**config.mk**
```make
export PLATFORM = sky130hd
export DESIGN_NAME = adc_serial_config_port
export DESIGN_NICKNAME = d
export VERILOG_FILES = /design/src/rtl/adc_serial_config_port.v /design/src/rtl/pin_sync.v /design/src/rtl/edge_finder.v
export VERILOG_INCLUDE_DIRS = /design/src /design/src/rtl
export SDC_FILE = /design/constraint.sdc
export NUM_CORES = 1
export LEC_CHECK = 0
export ABC_AREA = 1
export BUFFER_PORTS_ARGS = -buffer_cell sky130_fd_sc_hd__buf_2
export CAP_MARGIN = 30
export CORE_MARGIN = 10
export CORE_UTILIZATION = 49
export CTS_CLUSTER_SIZE = 8
export DETAILED_ROUTE_END_ITERATION = 6
export PLACE_DENSITY = 0.75
export SYNTH_ARGS = -nofsm -noshare
export SYNTH_HDL_FRONTEND = slang
export SYNTH_HIERARCHICAL = 1
export SYNTH_SLANG_ARGS = --single-unit
```
**constraint.sdc**
```tcl
create_clock -name clk_sys -period 3.07 [get_ports clk_sys]
set_input_delay 0.307 -clock clk_sys [delete_from_list [all_inputs] [get_ports clk_sys]]
set_output_delay 0.307 -clock clk_sys [all_outputs]
set_load 0.03 [all_outputs]
```
**src/rtl/cfg_port_consts.vh**
```
// Constants for the serial configuration port: frame layout, register
// slots, AXI4-Lite offsets, reset values and timing figures.
// Assumes inclusion by the top design file of the configuration port and by the bench.
`ifndef CFG_PORT_CONSTS_VH
`define CFG_PORT_CONSTS_VH

// Frame layout: one direction bit, three zero bits, 12 address bits, 8 data bits.
`define FRAME_BITS 5'd24
`define FRAME_LAST 5'd23
`define DATA_FIRST_BIT 5'd16
`define DIR_BIT 23
`define ADDR_HI 19
`define ADDR_LO 8

// Register slots held inside the port (12-bit serial address).
`define SLOT_COUNT 8
`define SLOT_RESET 12'h000
`define SLOT_PDN 12'h008
`define SLOT_CFG 12'h00E

// Power-up values: converter mode byte encodes bypass, two lanes,
// two's complement, auto-zero off, external reference, differential.
`define CFG_RESET_VAL 8'h00
`define PDN_RESET_VAL 8'h00
`define PDN_GLOBAL_BIT 0

// AXI4-Lite byte offsets.
`define AXI_CTRL 4'h0
`define AXI_STAT 4'h4
`define AXI_CFG 4'h8
`define AXI_PDN 4'hC

// Shift clock ceiling, in MHz, and the system rate in MHz.
`define SCLK_MAX_MHZ 12
`define SYS_MHZ 20
`define SAMPLE_TIMEOUT_NS 1000
`define SAMPLE_TIMEOUT_CYC ((`SAMPLE_TIMEOUT_NS * `SYS_MHZ) / 1000)

`endif

```
**src/rtl/adc_serial_config_port.v**
```verilog
// Serial configuration port of a dual-channel converter, with an AXI4-Lite
// window so on-chip software can see and preset the power-down and mode registers.
// Assumes serial_select_n, the shift clock and the data line come from pins,
// and the sampling-clock presence flag comes from outside the clock domain.
// The shift clock is oversampled, so each of its phases must last at least
// three system clock periods; slower links are always safe.
//
// Behaviour
// RQ1: Bits are shifted in only while the select input is low; otherwise the shift clock is ignored.
// RQ2: While selected, the data line is sampled on every rising shift clock edge.
// RQ3: Every 24th rising edge in one select-low period commits the word to the addressed register.
// RQ4: Trailing bits short of a full frame are dropped with no register change.
// RQ5: Several frames in one select-low period are each handled on their own.
// RQ6: The controller keeps the shift clock at or below 12 MHz; any slower rate and duty cycle works. Here each phase needs three system clock periods.
// RQ7: A write frame has direction 0, three zero bits, a 12-bit address, then 8 data bits.
// RQ8: A read frame has direction 1, three zero bits, then the 12-bit address.
// RQ9: A read frame never updates a register.
// RQ10: During a read frame the addressed register is driven on the data line in the data bit slots.
// RQ11: The controller captures read bits on the falling shift clock edge.
// RQ12: A power-down request from pin or register takes effect only while the sampling clock runs.
// RQ13: Without any programming the block works in its default setup, power-down by pin.
// RQ14: Power-up defaults are bypass, two lanes, two's complement, auto-zero off, external reference, differential.
// RQ15: The data line is driven only in the data phase of a read frame, released otherwise.
//
// Design decisions made here: the placing of the registers and the AXI4-Lite slave port.
`timescale 1ns/1ns
`default_nettype none
`include "cfg_port_consts.vh"
module adc_serial_config_port #(
   parameter ADDR_W = 12,
   parameter DATA_W = 8
) (
   // Clock and reset.
   input wire clk_sys,
   input wire rst,
   // Serial configuration pins.
   input wire serial_select_n,
   input wire shiftClk,
   input wire dataIn,
   output reg dataOut,
   output reg dataOe_n,
   // Power-down pin and sampling clock presence, both asynchronous.
   input wire powerdown_sync_pin,
   input wire sampleClkPresent,
   // Configuration seen by the converter datapath.
   output wire [DATA_W-1:0] convCfg,
   output reg powerDown,
   output reg softReset,
   // AXI4-Lite slave.
   input wire [3:0] s_axi_awaddr,
   input wire s_axi_awvalid,
   output wire s_axi_awready,
   input wire [31:0] s_axi_wdata,
   input wire [3:0] s_axi_wstrb,
   input wire s_axi_wvalid,
   output wire s_axi_wready,
   output reg [1:0] s_axi_bresp,
   output reg s_axi_bvalid,
   input wire s_axi_bready,
   input wire [3:0] s_axi_araddr,
   input wire s_axi_arvalid,
   output wire s_axi_arready,
   output reg [31:0] s_axi_rdata,
   output reg [1:0] s_axi_rresp,
   output reg s_axi_rvalid,
   input wire s_axi_rready
);
   // ************************************************************
   // Pin synchronisers and edge detection
   // ************************************************************
   wire selN;
   wire sclk;
   wire sdi;
   wire pdnPin;
   wire clkPresent;
   wire sclkRise;
   wire sclkFall;
   wire selFall;

   pin_sync #(.RESET_VAL(1'b1)) uSyncSel (.clk_sys(clk_sys), .rst(rst), .pinIn(serial_select_n), .levelOut(selN));
   pin_sync #(.RESET_VAL(1'b0)) uSyncClk (.clk_sys(clk_sys), .rst(rst), .pinIn(shiftClk), .levelOut(sclk));
   pin_sync #(.RESET_VAL(1'b0)) uSyncDat (.clk_sys(clk_sys), .rst(rst), .pinIn(dataIn), .levelOut(sdi));
   pin_sync #(.RESET_VAL(1'b0)) uSyncPdn (.clk_sys(clk_sys), .rst(rst), .pinIn(powerdown_sync_pin), .levelOut(pdnPin));
   pin_sync #(.RESET_VAL(1'b0)) uSyncSmp (.clk_sys(clk_sys), .rst(rst), .pinIn(sampleClkPresent), .levelOut(clkPresent));

   edge_finder #(.RESET_VAL(1'b0)) uEdgeClk (.clk_sys(clk_sys), .rst(rst), .level(sclk), .rise(sclkRise), .fall(sclkFall));
   edge_finder #(.RESET_VAL(1'b1)) uEdgeSel (.clk_sys(clk_sys), .rst(rst), .level(selN), .rise(), .fall(selFall));

   // ************************************************************
   // Register storage
   // ************************************************************
   // A small slot file; only a few of the 4096 serial addresses exist.
   // Unmapped serial addresses read as zero and ignore writes.
   reg [DATA_W-1:0] regs_q [0:`SLOT_COUNT-1];
   reg [DATA_W-1:0] regs_d [0:`SLOT_COUNT-1];
   reg serialWrEn;
   reg [ADDR_W-1:0] serialWrAddr;
   reg [DATA_W-1:0] serialWrData;
   reg axiWrEn;
   reg [1:0] axiWrSlot;
   reg [DATA_W-1:0] axiWrData;
   // Power-down byte; bit 0 is the global request from software.
   wire [DATA_W-1:0] pdnReg = regs_q[1];

   // Serial addresses 0x000 and 0x008 share their low bits, so the slot
   // index is decoded explicitly rather than taken from the address bits.
   function [2:0] slotOf;
      input [ADDR_W-1:0] a;
      begin
         case (a)
            `SLOT_PDN: slotOf = 3'd1;
            `SLOT_CFG: slotOf = 3'd6;
            default: slotOf = 3'd0;
         endcase
      end
   endfunction

   function mapped;
      input [ADDR_W-1:0] a;
      begin
         mapped = (a == `SLOT_RESET) || (a == `SLOT_PDN) || (a == `SLOT_CFG);
      end
   endfunction

   // ************************************************************
   // Serial frame receiver
   // ************************************************************
   reg [4:0] bitCnt_q;
   reg [22:0] shift_q;
   reg dirRead_q;
   reg [DATA_W-1:0] readByte_q;
   wire [23:0] frameWord = {shift_q, sdi};

   // Count bits within each select-low period; a new select resets the count,
   // so a trailing partial frame simply never reaches the commit point.
   // The shift register keeps the newest 23 bits, so back-to-back frames need no realignment.
   always @(posedge clk_sys or posedge rst) begin
      if (rst) begin
         bitCnt_q <= 5'd0;
         shift_q <= 23'h000000;
         dirRead_q <= 1'b0;
         readByte_q <= 8'h00;
      end else if (selN || selFall) begin // [RQ1] [RQ4]
         bitCnt_q <= 5'd0;
         dirRead_q <= 1'b0;
      end else if (sclkRise) begin // [RQ2]
         shift_q <= frameWord[22:0];
         if (bitCnt_q == `FRAME_LAST) begin // [RQ3] [RQ5]
            bitCnt_q <= 5'd0;
            dirRead_q <= 1'b0;
         end else begin
            bitCnt_q <= bitCnt_q + 5'd1;
         end
         if (bitCnt_q == 5'd0) begin
            dirRead_q <= sdi; // [RQ8]
         end
         // Fetch the read byte once the last address bit arrives.
         if (bitCnt_q == (`DATA_FIRST_BIT - 5'd1)) begin // [RQ10]
            readByte_q <= mapped(frameWord[ADDR_W-1:0]) ? regs_q[slotOf(frameWord[ADDR_W-1:0])] : 8'h00;
         end
      end
   end

   // Commit on the 24th rising edge, write frames only.
   always @* begin
      serialWrEn = !selN && sclkRise && (bitCnt_q == `FRAME_LAST) && !frameWord[`DIR_BIT]; // [RQ3] [RQ9]
      serialWrAddr = frameWord[`ADDR_HI:`ADDR_LO]; // [RQ7]
      serialWrData = frameWord[DATA_W-1:0];
   end

   // ************************************************************
   // Read-back driver
   // ************************************************************
   // Bit slot k of the data phase changes after the falling edge before it,
   // so the controller sees a stable bit at its own falling-edge capture.
   // The last bit is held past the 24th rising edge until the falling edge
   // after it; releasing on the rise would pull it away before the capture.
   reg tailDrive_q;
   wire readSlots = dirRead_q && (bitCnt_q >= `DATA_FIRST_BIT);
   wire inDataPhase = !selN && (readSlots || tailDrive_q);
   wire [2:0] bitIdx = 3'd7 - bitCnt_q[2:0];

   // Set on the 24th rise of a read frame, cleared by the next fall or by deselect.
   always @(posedge clk_sys or posedge rst) begin
      if (rst) begin
         tailDrive_q <= 1'b0;
      end else if (selN || sclkFall) begin
         tailDrive_q <= 1'b0;
      end else if (sclkRise && dirRead_q && (bitCnt_q == `FRAME_LAST)) begin // [RQ10]
         tailDrive_q <= 1'b1;
      end
   end

   // Drive the line only in the data phase; park the value low when released.
   always @(posedge clk_sys or posedge rst) begin
      if (rst) begin
         dataOut <= 1'b0;
         dataOe_n <= 1'b1;
      end else if (inDataPhase) begin // [RQ15]
         dataOe_n <= 1'b0;
         if (readSlots && (sclkFall || sclkRise)) begin
            dataOut <= readByte_q[bitIdx]; // [RQ10] [RQ11]
         end
      end else begin
         dataOe_n <= 1'b1; // [RQ15]
         dataOut <= 1'b0;
      end
   end

   // ************************************************************
   // AXI4-Lite slave
   // ************************************************************
   reg awHeld_q;
   reg [3:0] awAddr_q;
   reg wHeld_q;
   reg [31:0] wData_q;
   reg [3:0] wStrb_q;

   // Ready stays low while a response waits, so at most one write is in flight.
   assign s_axi_awready = !awHeld_q && !s_axi_bvalid;
   assign s_axi_wready = !wHeld_q && !s_axi_bvalid;
   assign s_axi_arready = !s_axi_rvalid;

   // Address and data may be taken in either order; response follows both.
   always @(posedge clk_sys or posedge rst) begin
      if (rst) begin
         awHeld_q <= 1'b0;
         awAddr_q <= 4'h0;
         wHeld_q <= 1'b0;
         wData_q <= 32'h00000000;
         wStrb_q <= 4'h0;
         s_axi_bvalid <= 1'b0;
         s_axi_bresp <= 2'b00;
      end else begin
         if (s_axi_awvalid && s_axi_awready) begin
            awHeld_q <= 1'b1;
            awAddr_q <= s_axi_awaddr;
         end
         if (s_axi_wvalid && s_axi_wready) begin
            wHeld_q <= 1'b1;
            wData_q <= s_axi_wdata;
            wStrb_q <= s_axi_wstrb;
         end
         if (awHeld_q && wHeld_q) begin
            awHeld_q <= 1'b0;
            wHeld_q <= 1'b0;
            s_axi_bvalid <= 1'b1;
            s_axi_bresp <= (awAddr_q == `AXI_CFG || awAddr_q == `AXI_PDN || awAddr_q == `AXI_CTRL) ? 2'b00 : 2'b10;
         end else if (s_axi_bvalid && s_axi_bready) begin
            s_axi_bvalid <= 1'b0;
         end
      end
   end

   // Only byte lane 0 carries register data.
   always @* begin
      axiWrEn = awHeld_q && wHeld_q && wStrb_q[0];
      axiWrData = wData_q[7:0];
      case (awAddr_q)
         `AXI_CTRL: axiWrSlot = 2'd0;
         `AXI_CFG: axiWrSlot = 2'd2;
         `AXI_PDN: axiWrSlot = 2'd1;
         default: begin
            axiWrSlot = 2'd3;
            axiWrEn = 1'b0;
         end
      endcase
   end

   // Read channel: status word shows the receiver's live state.
   always @(posedge clk_sys or posedge rst) begin
      if (rst) begin
         s_axi_rvalid <= 1'b0;
         s_axi_rdata <= 32'h00000000;
         s_axi_rresp <= 2'b00;
      end else if (s_axi_arvalid && s_axi_arready) begin
         s_axi_rvalid <= 1'b1;
         s_axi_rresp <= 2'b00;
         case (s_axi_araddr)
            `AXI_CTRL: s_axi_rdata <= {24'h000000, pdnReg};
            `AXI_STAT: s_axi_rdata <= {24'h000000, powerDown, clkPresent, dirRead_q, bitCnt_q};
            `AXI_CFG: s_axi_rdata <= {24'h000000, regs_q[6]};
            `AXI_PDN: s_axi_rdata <= {24'h000000, pdnReg};
            default: begin
               s_axi_rdata <= 32'h00000000;
               s_axi_rresp <= 2'b10;
            end
         endcase
      end else if (s_axi_rvalid && s_axi_rready) begin
         s_axi_rvalid <= 1'b0;
      end
   end

   // ************************************************************
   // Register update and outputs
   // ************************************************************
   integer i;
   integer j;

   // Serial writes win over a bus write in the same cycle.
   always @* begin
      for (i = 0; i < `SLOT_COUNT; i = i + 1) begin
         regs_d[i] = regs_q[i];
      end
      if (axiWrEn) begin
         case (axiWrSlot)
            // Control and power-down offsets are two views of the same byte.
            2'd0: regs_d[1] = axiWrData;
            2'd1: regs_d[1] = axiWrData;
            default: regs_d[6] = axiWrData;
         endcase
      end
      if (serialWrEn && mapped(serialWrAddr)) begin
         regs_d[slotOf(serialWrAddr)] = serialWrData;
      end
   end

   // Power-up defaults give a working converter with no programming.
   always @(posedge clk_sys or posedge rst) begin
      if (rst) begin
         for (j = 0; j < `SLOT_COUNT; j = j + 1) begin
            regs_q[j] <= 8'h00; // [RQ13] [RQ14]
         end
      end else begin
         for (j = 0; j < `SLOT_COUNT; j = j + 1) begin
            regs_q[j] <= regs_d[j];
         end
      end
   end

   assign convCfg = regs_q[6]; // [RQ14]

   // Power-down only changes while the sampling clock is present; otherwise
   // the previous state is held, matching a converter with nothing to clock.
   // A request that arrives with no sampling clock waits until the clock returns.
   always @(posedge clk_sys or posedge rst) begin
      if (rst) begin
         powerDown <= 1'b0;
         softReset <= 1'b0;
      end else begin
         if (clkPresent) begin // [RQ12]
            powerDown <= pdnPin | pdnReg[`PDN_GLOBAL_BIT]; // [RQ13]
         end
         softReset <= serialWrEn && (serialWrAddr == `SLOT_RESET) && serialWrData[0];
      end
   end
endmodule
`default_nettype wire

```
**src/rtl/pin_sync.v**
```verilog
// Two flip-flop synchroniser for one level from outside the clock domain.
// Assumes the input is free-running relative to clk_sys.
`timescale 1ns/1ns
`default_nettype none
module pin_sync #(
   parameter RESET_VAL = 1'b0
) (
   // Clock and reset.
   input wire clk_sys,
   input wire rst,
   // Level in and synchronised level out.
   input wire pinIn,
   output wire levelOut
);
   reg meta_q;
   reg sync_q;

   // The first stage is read only by the second one.
   always @(posedge clk_sys or posedge rst) begin
      if (rst) begin
         meta_q <= RESET_VAL;
         sync_q <= RESET_VAL;
      end else begin
         meta_q <= pinIn;
         sync_q <= meta_q;
      end
   end

   assign levelOut = sync_q;
endmodule
`default_nettype wire

```
**src/rtl/edge_finder.v**
```verilog
// Finds rising and falling edges of an already synchronised level.
// Assumes the input comes from a synchroniser on the same clock.
`timescale 1ns/1ns
`default_nettype none
module edge_finder #(
   parameter RESET_VAL = 1'b0
) (
   // Clock and reset.
   input wire clk_sys,
   input wire rst,
   // Synchronised level and its edge pulses.
   input wire level,
   output wire rise,
   output wire fall
);
   reg last_q;

   // Remember the previous level to compare against.
   always @(posedge clk_sys or posedge rst) begin
      if (rst) begin
         last_q <= RESET_VAL;
      end else begin
         last_q <= level;
      end
   end

   assign rise = level & ~last_q;
   assign fall = ~level & last_q;
endmodule
`default_nettype wire

```
### Word-level counts from Yosys, hierarchy flattened

Cells that the tools add are included.

* flip-flop bits (word level): 171
* memory bits (writable): 0
* memory bits (read-only): 0
* bits of input ports: 56
* bits in latches: 0
* word-level logic and storage cells: 171
* memories kept: 0

* $lt $le $gt $ge: 5
* divide/modulo/power cells: 0
* shifts and indexed selects: 0
* multiplexer cells: 45
* bitwise gates (word level): 10
* $mul: 0
* reductions and logical operators: 57
* eq/ne operators: 13
* add/subtract/negate cells: 2

Operators with widths (count)
* $bwmux 64: 1
* $mux 8: 8
* $mux 56: 1
* $eq 12x4->1 const B: 4
* $bmux 8 s3: 1
* $demux 8 s3: 1
* $logic_not 12->1: 2
* $pmux 8 s3: 1
* $logic_and 1x1->1: 21
* $mux 1: 19
* $eq 4x4->1 const B: 4
* $mux 5: 3
* $mux 3: 4
* $pmux 3 s2: 2
* $reduce_bool 2->1: 6
* $logic_or 1x1->1: 10
* $ge 4x4->1 const B: 2
* $logic_not 4->1: 2
* $not 3->4: 2
* $logic_not 1->1: 6
* $pmux 2 s3: 1
* $add 5x1->5 const B: 1
* $eq 5x4->1 const B: 1
* $eq 5x5->1 const B: 1
* other kinds (20): 28

### Longest topological paths before layout

Gate-level depths: netlist (run 1).

* depth after elaboration: 14
* gate-level depth with buffers: 9

### Cells and area by module

The synthesis (run 1) kept the hierarchy.

By module, submodules not included
* adc_serial_config_port: area an instance 5298.8 um^2, times used 1, cells each 646
* pin_sync (uSyncClk ...): area an instance 53.8 um^2, times used 4, cells each 3
* pin_sync (uSyncSel): area an instance 56.3 um^2, times used 1, cells each 3
* edge_finder (uEdgeSel): area an instance 45.0 um^2, times used 1, cells each 6
* edge_finder (uEdgeClk): area an instance 43.8 um^2, times used 1, cells each 6

### Worst setup path before layout (run 1)

OpenSTA, ideal clock, no wires.

* path type: flip-flop to flip-flop
* from: reg s_axi_bvalid
* to: reg wData_q[0]
* library setup time: 0.125 ns
* data arrival time: 1.581 ns
* cell stages (with the launch flop): 5
* path slack: 1.364 ns
* required time: 2.945 ns
* clock period less this slack: 1.706 ns
* cell sequence: dfrtp_1 -> nor2_1 -> nand2_1 -> buf_2 -> mux2_2

* word-level cells in the longest chain between the ends: 3

RTL lines
* from (decl): RTL line adc_serial_config_port.v:58 `output reg s_axi_bvalid,`
* from (signal assigned): RTL line adc_serial_config_port.v:232 `s_axi_bvalid <= 1'b0;`
* from (signal assigned): RTL line adc_serial_config_port.v:247 `s_axi_bvalid <= 1'b1;`
* from (signal assigned): RTL line adc_serial_config_port.v:250 `s_axi_bvalid <= 1'b0;`
* $logic_not 1->1: RTL line adc_serial_config_port.v:221 `assign s_axi_wready = !wHeld_q && !s_axi_bvalid;`
* $logic_and 1x1->1: RTL line adc_serial_config_port.v:221
* via s_axi_wready: RTL line adc_serial_config_port.v:56 `output wire s_axi_wready,`
* $logic_and 1x1->1: RTL line adc_serial_config_port.v:239 `if (s_axi_wvalid && s_axi_wready) begin`
* to (signal assigned): RTL line adc_serial_config_port.v:241 `wData_q <= s_axi_wdata;`
* to (decl): RTL line adc_serial_config_port.v:216 `reg [31:0] wData_q;`

The timed path passes the listed nets, and every way through them passes these cells.
A chain may end at the register's enable or synchronous reset.

### Worst setup path after layout (run 1)

* from: reg uSyncDat.sync_q, in the netlist uSyncDat/levelOut
* to: reg readByte_q[1]

* word-level cells in the longest chain between the ends: 10
* elaborated cells between the ends (all ways): 14

RTL lines
* from (decl): RTL line pin_sync.v:16 `reg sync_q;`
* from (signal assigned): RTL line pin_sync.v:25 `sync_q <= meta_q;`
* $eq 12x4->1: RTL line adc_serial_config_port.v:110 `case (a)`
* $pmux 3 s2: RTL line adc_serial_config_port.v:110
* $mux 3: RTL line adc_serial_config_port.v:158 `` if (bitCnt_q == (`DATA_FIRST_BIT - 5'd1)) begin ``
* $mux 3: RTL line adc_serial_config_port.v:146 `end else if (sclkRise) begin`
* $mux 3: RTL line adc_serial_config_port.v:143 `end else if (selN || selFall) begin`
* $not 3->4 (not written as such): RTL line adc_serial_config_port.v:159 `readByte_q <= mapped(frameWord[ADDR_W-1:0]) ? regs_q[slotOf(frameWord[ADDR_W-1:0])] : 8'h00;`
* $bmux 8 s3: RTL line adc_serial_config_port.v:159
* $mux 8 (not written as such) (2 in a row): RTL line adc_serial_config_port.v:159
* $mux 8 (*): RTL line adc_serial_config_port.v:159
* to (signal assigned): RTL line adc_serial_config_port.v:159
* to (decl): RTL line adc_serial_config_port.v:131 `reg [DATA_W-1:0] readByte_q;`

Mark *: on every way between the ends. The rest lies on a longest branch, timed or not. The select of a mux whose other input is x is not followed.

==> results.md, run 1 <==
* Final Max Tran Viols at 0
* Antenna-violating nets left at 0
* Number of global-route vias before repair at 4392
* WP data required at 3.37 ns
* Max Freq at just over 500 MHz
* Leak pwr at between 3 and 4 nW
* Worst-path clk slew at 0.05 ns
* DR iter-0 viols at 340
* Non-Filler Instances at about 900
* # setup viols final at 0
* Ys Warns at 6
* Die X-Extent at 127 um
* Area Overhead vs Synth at 15.3%
* PD cells at 759 nW/um2
* Design Area, Final at approximately 6500 um2
* Die Span Y at approximately 130 um
* Post-DP HPWL at 9110 um
* Clk root buf: clkbuf_16
* Placed cell area at ~6000 um2
* Post-CTS resize count at 0
* Routability Congestion at 0.871
* RSZ-0062 raised after global routing: false
* Share of cells above drive strength 1 at 0.208
* Row count at 39
* Total power at between 4 and 5 mW
* Later-pin clock latency in the skew report at approximately 0.41 ns
* GRT Resource Usage Total at 0.161
* First-pass GRT wire length at between 20000 and 25000 um
* Final hold viol count at 0
* CP Cell Sequence: inv_2 -> nand2_1 -> nor2_2 -> nand2_2 -> nand2_1 -> nand3_1 -> nand3_1 -> nand2_1
* Max stage delay on crit path at around 0.63 ns
* Max H-tree Level at 4
* Antenna violations before repair at 0
* Worst relative slew slack at 0.455
* Sink Count at ~110
* Slew @ Worst Pin at 0.816 ns
* Setup TNS at 0 ns
* Clk_skew at between 0.006 and 0.007 ns
* Inst Count DP at 840
* Syn Area/Cell at about 8.4 um2
* Pin count of the biggest net entering global routing at 55
* Die area at 16200 um2
* Hold-fix buffers, CTS at 6
* Nets@finish at around 780
* Final wirelength at 12400 um
* Max-cap violations at 0
* Buffer levels on the longest clock path at 2
* Number of setup buffers added after CTS at 0
* Worst path arrival time at 2.28 ns
* Critical path's slowest cell: nor2_2
* DRC violation count after routing at 0
* I/O pins at about 110
* Cell Area, Synth at approximately 5700 um2
* CTS tree: built
* Mean routed wirelength per cell at approximately 14 um
* Hold Path Class: in2reg
* Core ar. at 11400 um2
* GRT overflow at 0
* Vias/cell at 5.05
* VDD IR max at a little over 0.0005 V
* Most Frequent Cell on Critical Path: nand2_1
* Min Clock Period, post-route at around 2.0 ns
* Crit. End Element: flip-flop
* Worst-path fanout max at 25
* Setup CP Type: reg2reg
* Initial Util at 0.497
* Final critical-path share of the clock period at 0.645
* N_diodes at 0
* Worst Setup Start Kind: flip-flop
* PortBufs at 55
* Post-Syn Instances at about 670
* CTS Buf Count at 17
* Outcome: finished clean
* Via count at 4435
* Drt first pass iters at 5
## final cells by class
type,count,area (um2)
Fill cell,977,4850
Timing Repair Buffer,63,363
Inverter,57,216
Tap cell,143,179
Clock buffer,22,464
Multi-Input combinational cell,470,2330
Clock inverter,10,134
Sequential cell,113,2830
## flip-flops by register name, indices dropped and copies added, names as in the netlist, 5 cells and up
signal and cells:
readByte_q 8, s_axi_rdata 8, regs_q 16, wData_q 8, bitCnt_q 5, shift_q 23
pdnReg 8, convCfg 8
## power by group
part | switching, mW | leakage (nW) | internal, mW
Clock | 0.657 | 0.290 | 1.31
Combinational | 0.669 | 1.59 | 0.332
Sequential | 0.250 | 1.48 | 1.73
## per-stage QoR
step	util	hold WS (ns)	setup WS [ns]
final	0.573	0.0908	1.09
after global routing	0.573	0.0949	0.849
after CTS	0.573	0.0734	1.08
after detailed placement	0.515	0.229	1.10
after global placement	0.515	0.225	1.14
after floorplan	-	0.0357	0.118
## cells in the final DEF, fill, tap and decap left out, drive strengths merged
cell / count
nand3: 70
a31oi: 1
dlygate4sd3: 6
nor3: 4
and2: 2
xor2: 1
o21ai: 30
dfrtp: 109
a21oi: 8
nor4: 1
nor2: 40
or2: 8
bufinv: 3
o22ai: 1
clkbuf: 22
inv: 55
mux2: 12
conb: 26
ha: 3
buf: 57
o211ai: 1
nand4: 18
nand2: 243
clkinv: 7
clkinvlp: 2
dfstp: 4
a211oi: 1
## worst max-delay path, delay by kind of cell (launching register included)
| family | cells | cell delay, ns |
|---|---|---|
| buf+inv | 1 | 0.12 |
| simple gates | 7 | 1.28 |
| flops | 1 | 0.47 |
## worst paths after layout
check	endpoint	slack [ns]	depth (start not counted)	from
min in group asynchronous	uEdgeClk/last_q$_DFF_PP0_	0.35	3	rst
worst min register to register	uSyncPdn/levelOut$_DFF_PP0_	0.35	0	uSyncPdn/meta_q$_DFF_PP0_
worst max-delay path	readByte_q[1]$_DFFE_PP0P_	1.09	8	uSyncDat/levelOut$_DFF_PP0_
worst max register to register	readByte_q[1]$_DFFE_PP0P_	1.09	8	uSyncDat/levelOut$_DFF_PP0_
max in group asynchronous	pdnReg[5]$_DFF_PP0_	1.75	4	rst
worst min-delay path	s_axi_bvalid$_DFFE_PP0P_	0.09	2	s_axi_bready
## routing by layer
metal | vias up | track usage | routed length, um
met2 | 135 | 0.262 | 6140
met3 | 22 | 0.0579 | 847
li1 | 2191 | - | -
met5 | - | 0 | 0
met4 | 0 | 0.0676 | 267
met1 | 2087 | 0.190 | 5120
(Power assumes the default switching activity.)
==> run 2, diff against run 1 <==
- PLACE_DENSITY: 0.75 -> 0.72
- clock period: 3.07 -> 1.95 ns (I/O delays scaled with it)
==> results.md, run 2 (synthesized netlist as in run 1, its figures left out) <==
* Sink Count at 113 (unchanged)
* PD cells at 1190 nW/um2 (was 759 nW/um2)
* Outcome: finished clean (unchanged)
* Antenna-violating nets left at 0 (unchanged)
* Design Area, Final at 6710 um2 (was 6520 um2)
* Max H-tree Level at 4 (unchanged)
* PortBufs at 55 (unchanged)
* Area Overhead vs Synth at 18.6% (was 15.3%)
* Crit. End Element: flip-flop (unchanged)
* Max Freq at 561 MHz (was 505 MHz)
* Leak pwr at 3.46 nW (was 3.36 nW)
* Final hold viol count at 0 (unchanged)
* I/O pins at 109 (unchanged)
* Pre-CTS setup slack at 0.136 ns (was 1.10 ns)
* CTS Buf Count at 17 (unchanged)
* Max reg flops at 23 (unchanged)
* Worst hold start: s_axi_wdata[4] (was s_axi_bready)
* Max stage delay on crit path at 0.46 ns (was 0.63 ns)
* Via count at 4502 (was 4435)
* Hold Path Class: in2reg (unchanged)
* Worst relative slew slack at 0.539 (was 0.455)
* Fillers at 995 (was 977)
* GRT Resource Usage Total at 0.166 (was 0.161)
* Worst path arrival time at 2.14 ns (was 2.28 ns)
* Die Span Y at 127 um (unchanged)
* Vias/cell at 5.04 (was 5.05)
* Min Clock Period, post-route at 1.78 ns (was 1.98 ns)
* Crit path launch: bitCnt_q[0]$_DFFE_PP0P_ (was uSyncDat/levelOut$_DFF_PP0_)
* Number of global-route vias before repair at 4545 (was 4392)
* Core ar. at 11400 um2 (unchanged)
* CP delay by family, top: simple AND/OR/NAND/NOR gates (unchanged)
* Routability Congestion at 0.894 (was 0.871)
* Buffer levels on the longest clock path at 2 (unchanged)
* RR Startpoint: bitCnt_q[0]$_DFFE_PP0P_ (was uSyncDat/levelOut$_DFF_PP0_)
* Clk_skew at 0.00623 ns (was 0.00688 ns)
* VDD IR max at 0.000820 V (was 0.000513 V)
* Most frequent cells in the layout: 233 x nand2_1, 109 x dfrtp_1, 66 x nand3_1 (unchanged)
* GRT overflow at 0 (unchanged)
* First-pass GRT wire length at 21900 um (was 21200 um)
* # setup viols final at 0 (unchanged)
* Nets@finish at 796 (was 781)
* Final Max Tran Viols at 0 (unchanged)
* Largest regs: shift_q x23, regs_q x16 (unchanged)
* Commonest non-fill, non-tap cell in the layout: nand2_1 (unchanged)
* Later-pin clock latency in the skew report at 0.42 ns (was 0.41 ns)
* Die X-Extent at 127 um (unchanged)
* Post-DP HPWL at 9310 um (was 9110 um)
* Initial Util at 0.497 (unchanged)
* Bufs and invs on worst path at 0 (was 1)
* DR iter-0 viols at 347 (was 340)
* Placed cell area at 5950 um2 (was 5860 um2)
* Drt first pass iters at 5 (unchanged)
* CP Cell Sequence: ha_1 -> nand2_1 -> nor2_1 -> ha_1 -> nand2_2 -> nor2_4 -> nand3_1 -> nand2_1 (was inv_2 -> nand2_1 -> nor2_2 -> nand2_2 -> nand2_1 -> nand3_1 -> nand3_1 -> nand2_1)
* Clk root buf: clkbuf_16 (unchanged)
* DRC violation count after routing at 0 (unchanged)
* Max-cap violations at 0 (unchanged)
* Row count at 39 (unchanged)
* Critical path's slowest cell: dfrtp_1 (was nor2_2)
* Final critical-path share of the clock period at 0.915 (was 0.645)
* Worst-path fanout max at 9 (was 25)
* RSZ-0062 raised after global routing: false (unchanged)
* Share of cells above drive strength 1 at 0.225 (was 0.208)
* Final wirelength at 12700 um (was 12400 um)
* Setup TNS at 0 ns (unchanged)
* Pin count of the biggest net entering global routing at 31 (was 55)
* Mean routed wirelength per cell at 14.2 um (was 14.1 um)
* Worst Setup Start Kind: flip-flop (unchanged)
* Reg with most FFs: shift_q (unchanged)
* WP data required at 2.30 ns (was 3.37 ns)
* Setup CP Type: reg2reg (unchanged)
* Antenna violations before repair at 0 (unchanged)
* Slew @ Worst Pin at 0.691 ns (was 0.816 ns)
* Die area at 16200 um2 (unchanged)
* N_diodes at 0 (unchanged)
* CTS tree: built (unchanged)
* Worst-path clk slew at 0.05 ns (about the same)
* Min setup slack post-route at 0.167 ns (was 1.09 ns)
run 2: cell count changes in the layout (fill, tap and decap cells not counted), sizes merged:
cell | previous run | this run
inv | 55 | 54
dlygate4sd3 | 6 | 9
clkinvlp | 2 | 3
buf | 57 | 69
run 2: repair_timing:
item,4_1_cts,5_1_grt
setup buffers,0,4
endpoints found under the hold margin,43,0
endpoints found under the setup margin,0,6
resized for setup,0,1
hold buffers,9,0
run 2: area by class of cell:
cell class / count / area [um2] / share of cell area
Inverter: 57 / 218 / 0.0325
Clock buffer: 22 / 494 / 0.0737
Tap cell: 143 / 179 / 0.0267
Multi-Input combinational cell: 470 / 2330 / 0.348
Clock inverter: 10 / 130 / 0.0194
Timing Repair Buffer: 78 / 520 / 0.0776
Sequential cell: 113 / 2830 / 0.422
run 2: path summary, 6_finish.rpt:
| check | to | slack, ns | cells after the start |
|---|---|---|---|
| min reg2reg | uSyncClk/levelOut$_DFF_PP0_ | 0.35 | 0 |
| min | wData_q[4]$_DFFE_PP0P_ | 0.008 | 2 |
| max in group asynchronous | readByte_q[1]$_DFFE_PP0P_ | 0.84 | 4 |
| max | readByte_q[4]$_DFFE_PP0P_ | 0.17 | 8 |
| max reg2reg | readByte_q[4]$_DFFE_PP0P_ | 0.17 | 8 |
| min in group asynchronous | uEdgeClk/last_q$_DFF_PP0_ | 0.26 | 3 |
run 2: power breakdown:
part	internal [mW]	switching [mW]	leakage [nW]	total, mW
Clock	2.16	1.06	0.308	3.22
Combinational	0.547	1.07	1.67	1.62
Sequential	2.72	0.391	1.48	3.11
Total	5.43	2.52	3.46	7.95
run 2: routing by layer:
metal / part of all wire / global-route usage / up-vias / wire length [um]
li1: - / - / 2221 / -
met1: 0.42 / 0.191 / 2112 / 5310
met2: 0.49 / 0.269 / 138 / 6190
met3: 0.066 / 0.0550 / 31 / 839
met4: 0.030 / 0.0864 / 0 / 384
met5: 0 / 0 / - / 0
run 2: per-stage QoR:
step / total power, mW / utilization / instances / hold WS [ns]
floorplan: 4.32 / - / 696 / -0.0763
global placement: 4.66 / 0.523 / 848 / 0.112
global route: 8.35 / 0.590 / 893 / 0.00407
CTS: 8.00 / 0.586 / 889 / 0.0000277
finish: 7.95 / 0.590 / 893 / 0.00849
detailed placement: 4.73 / 0.523 / 848 / 0.114
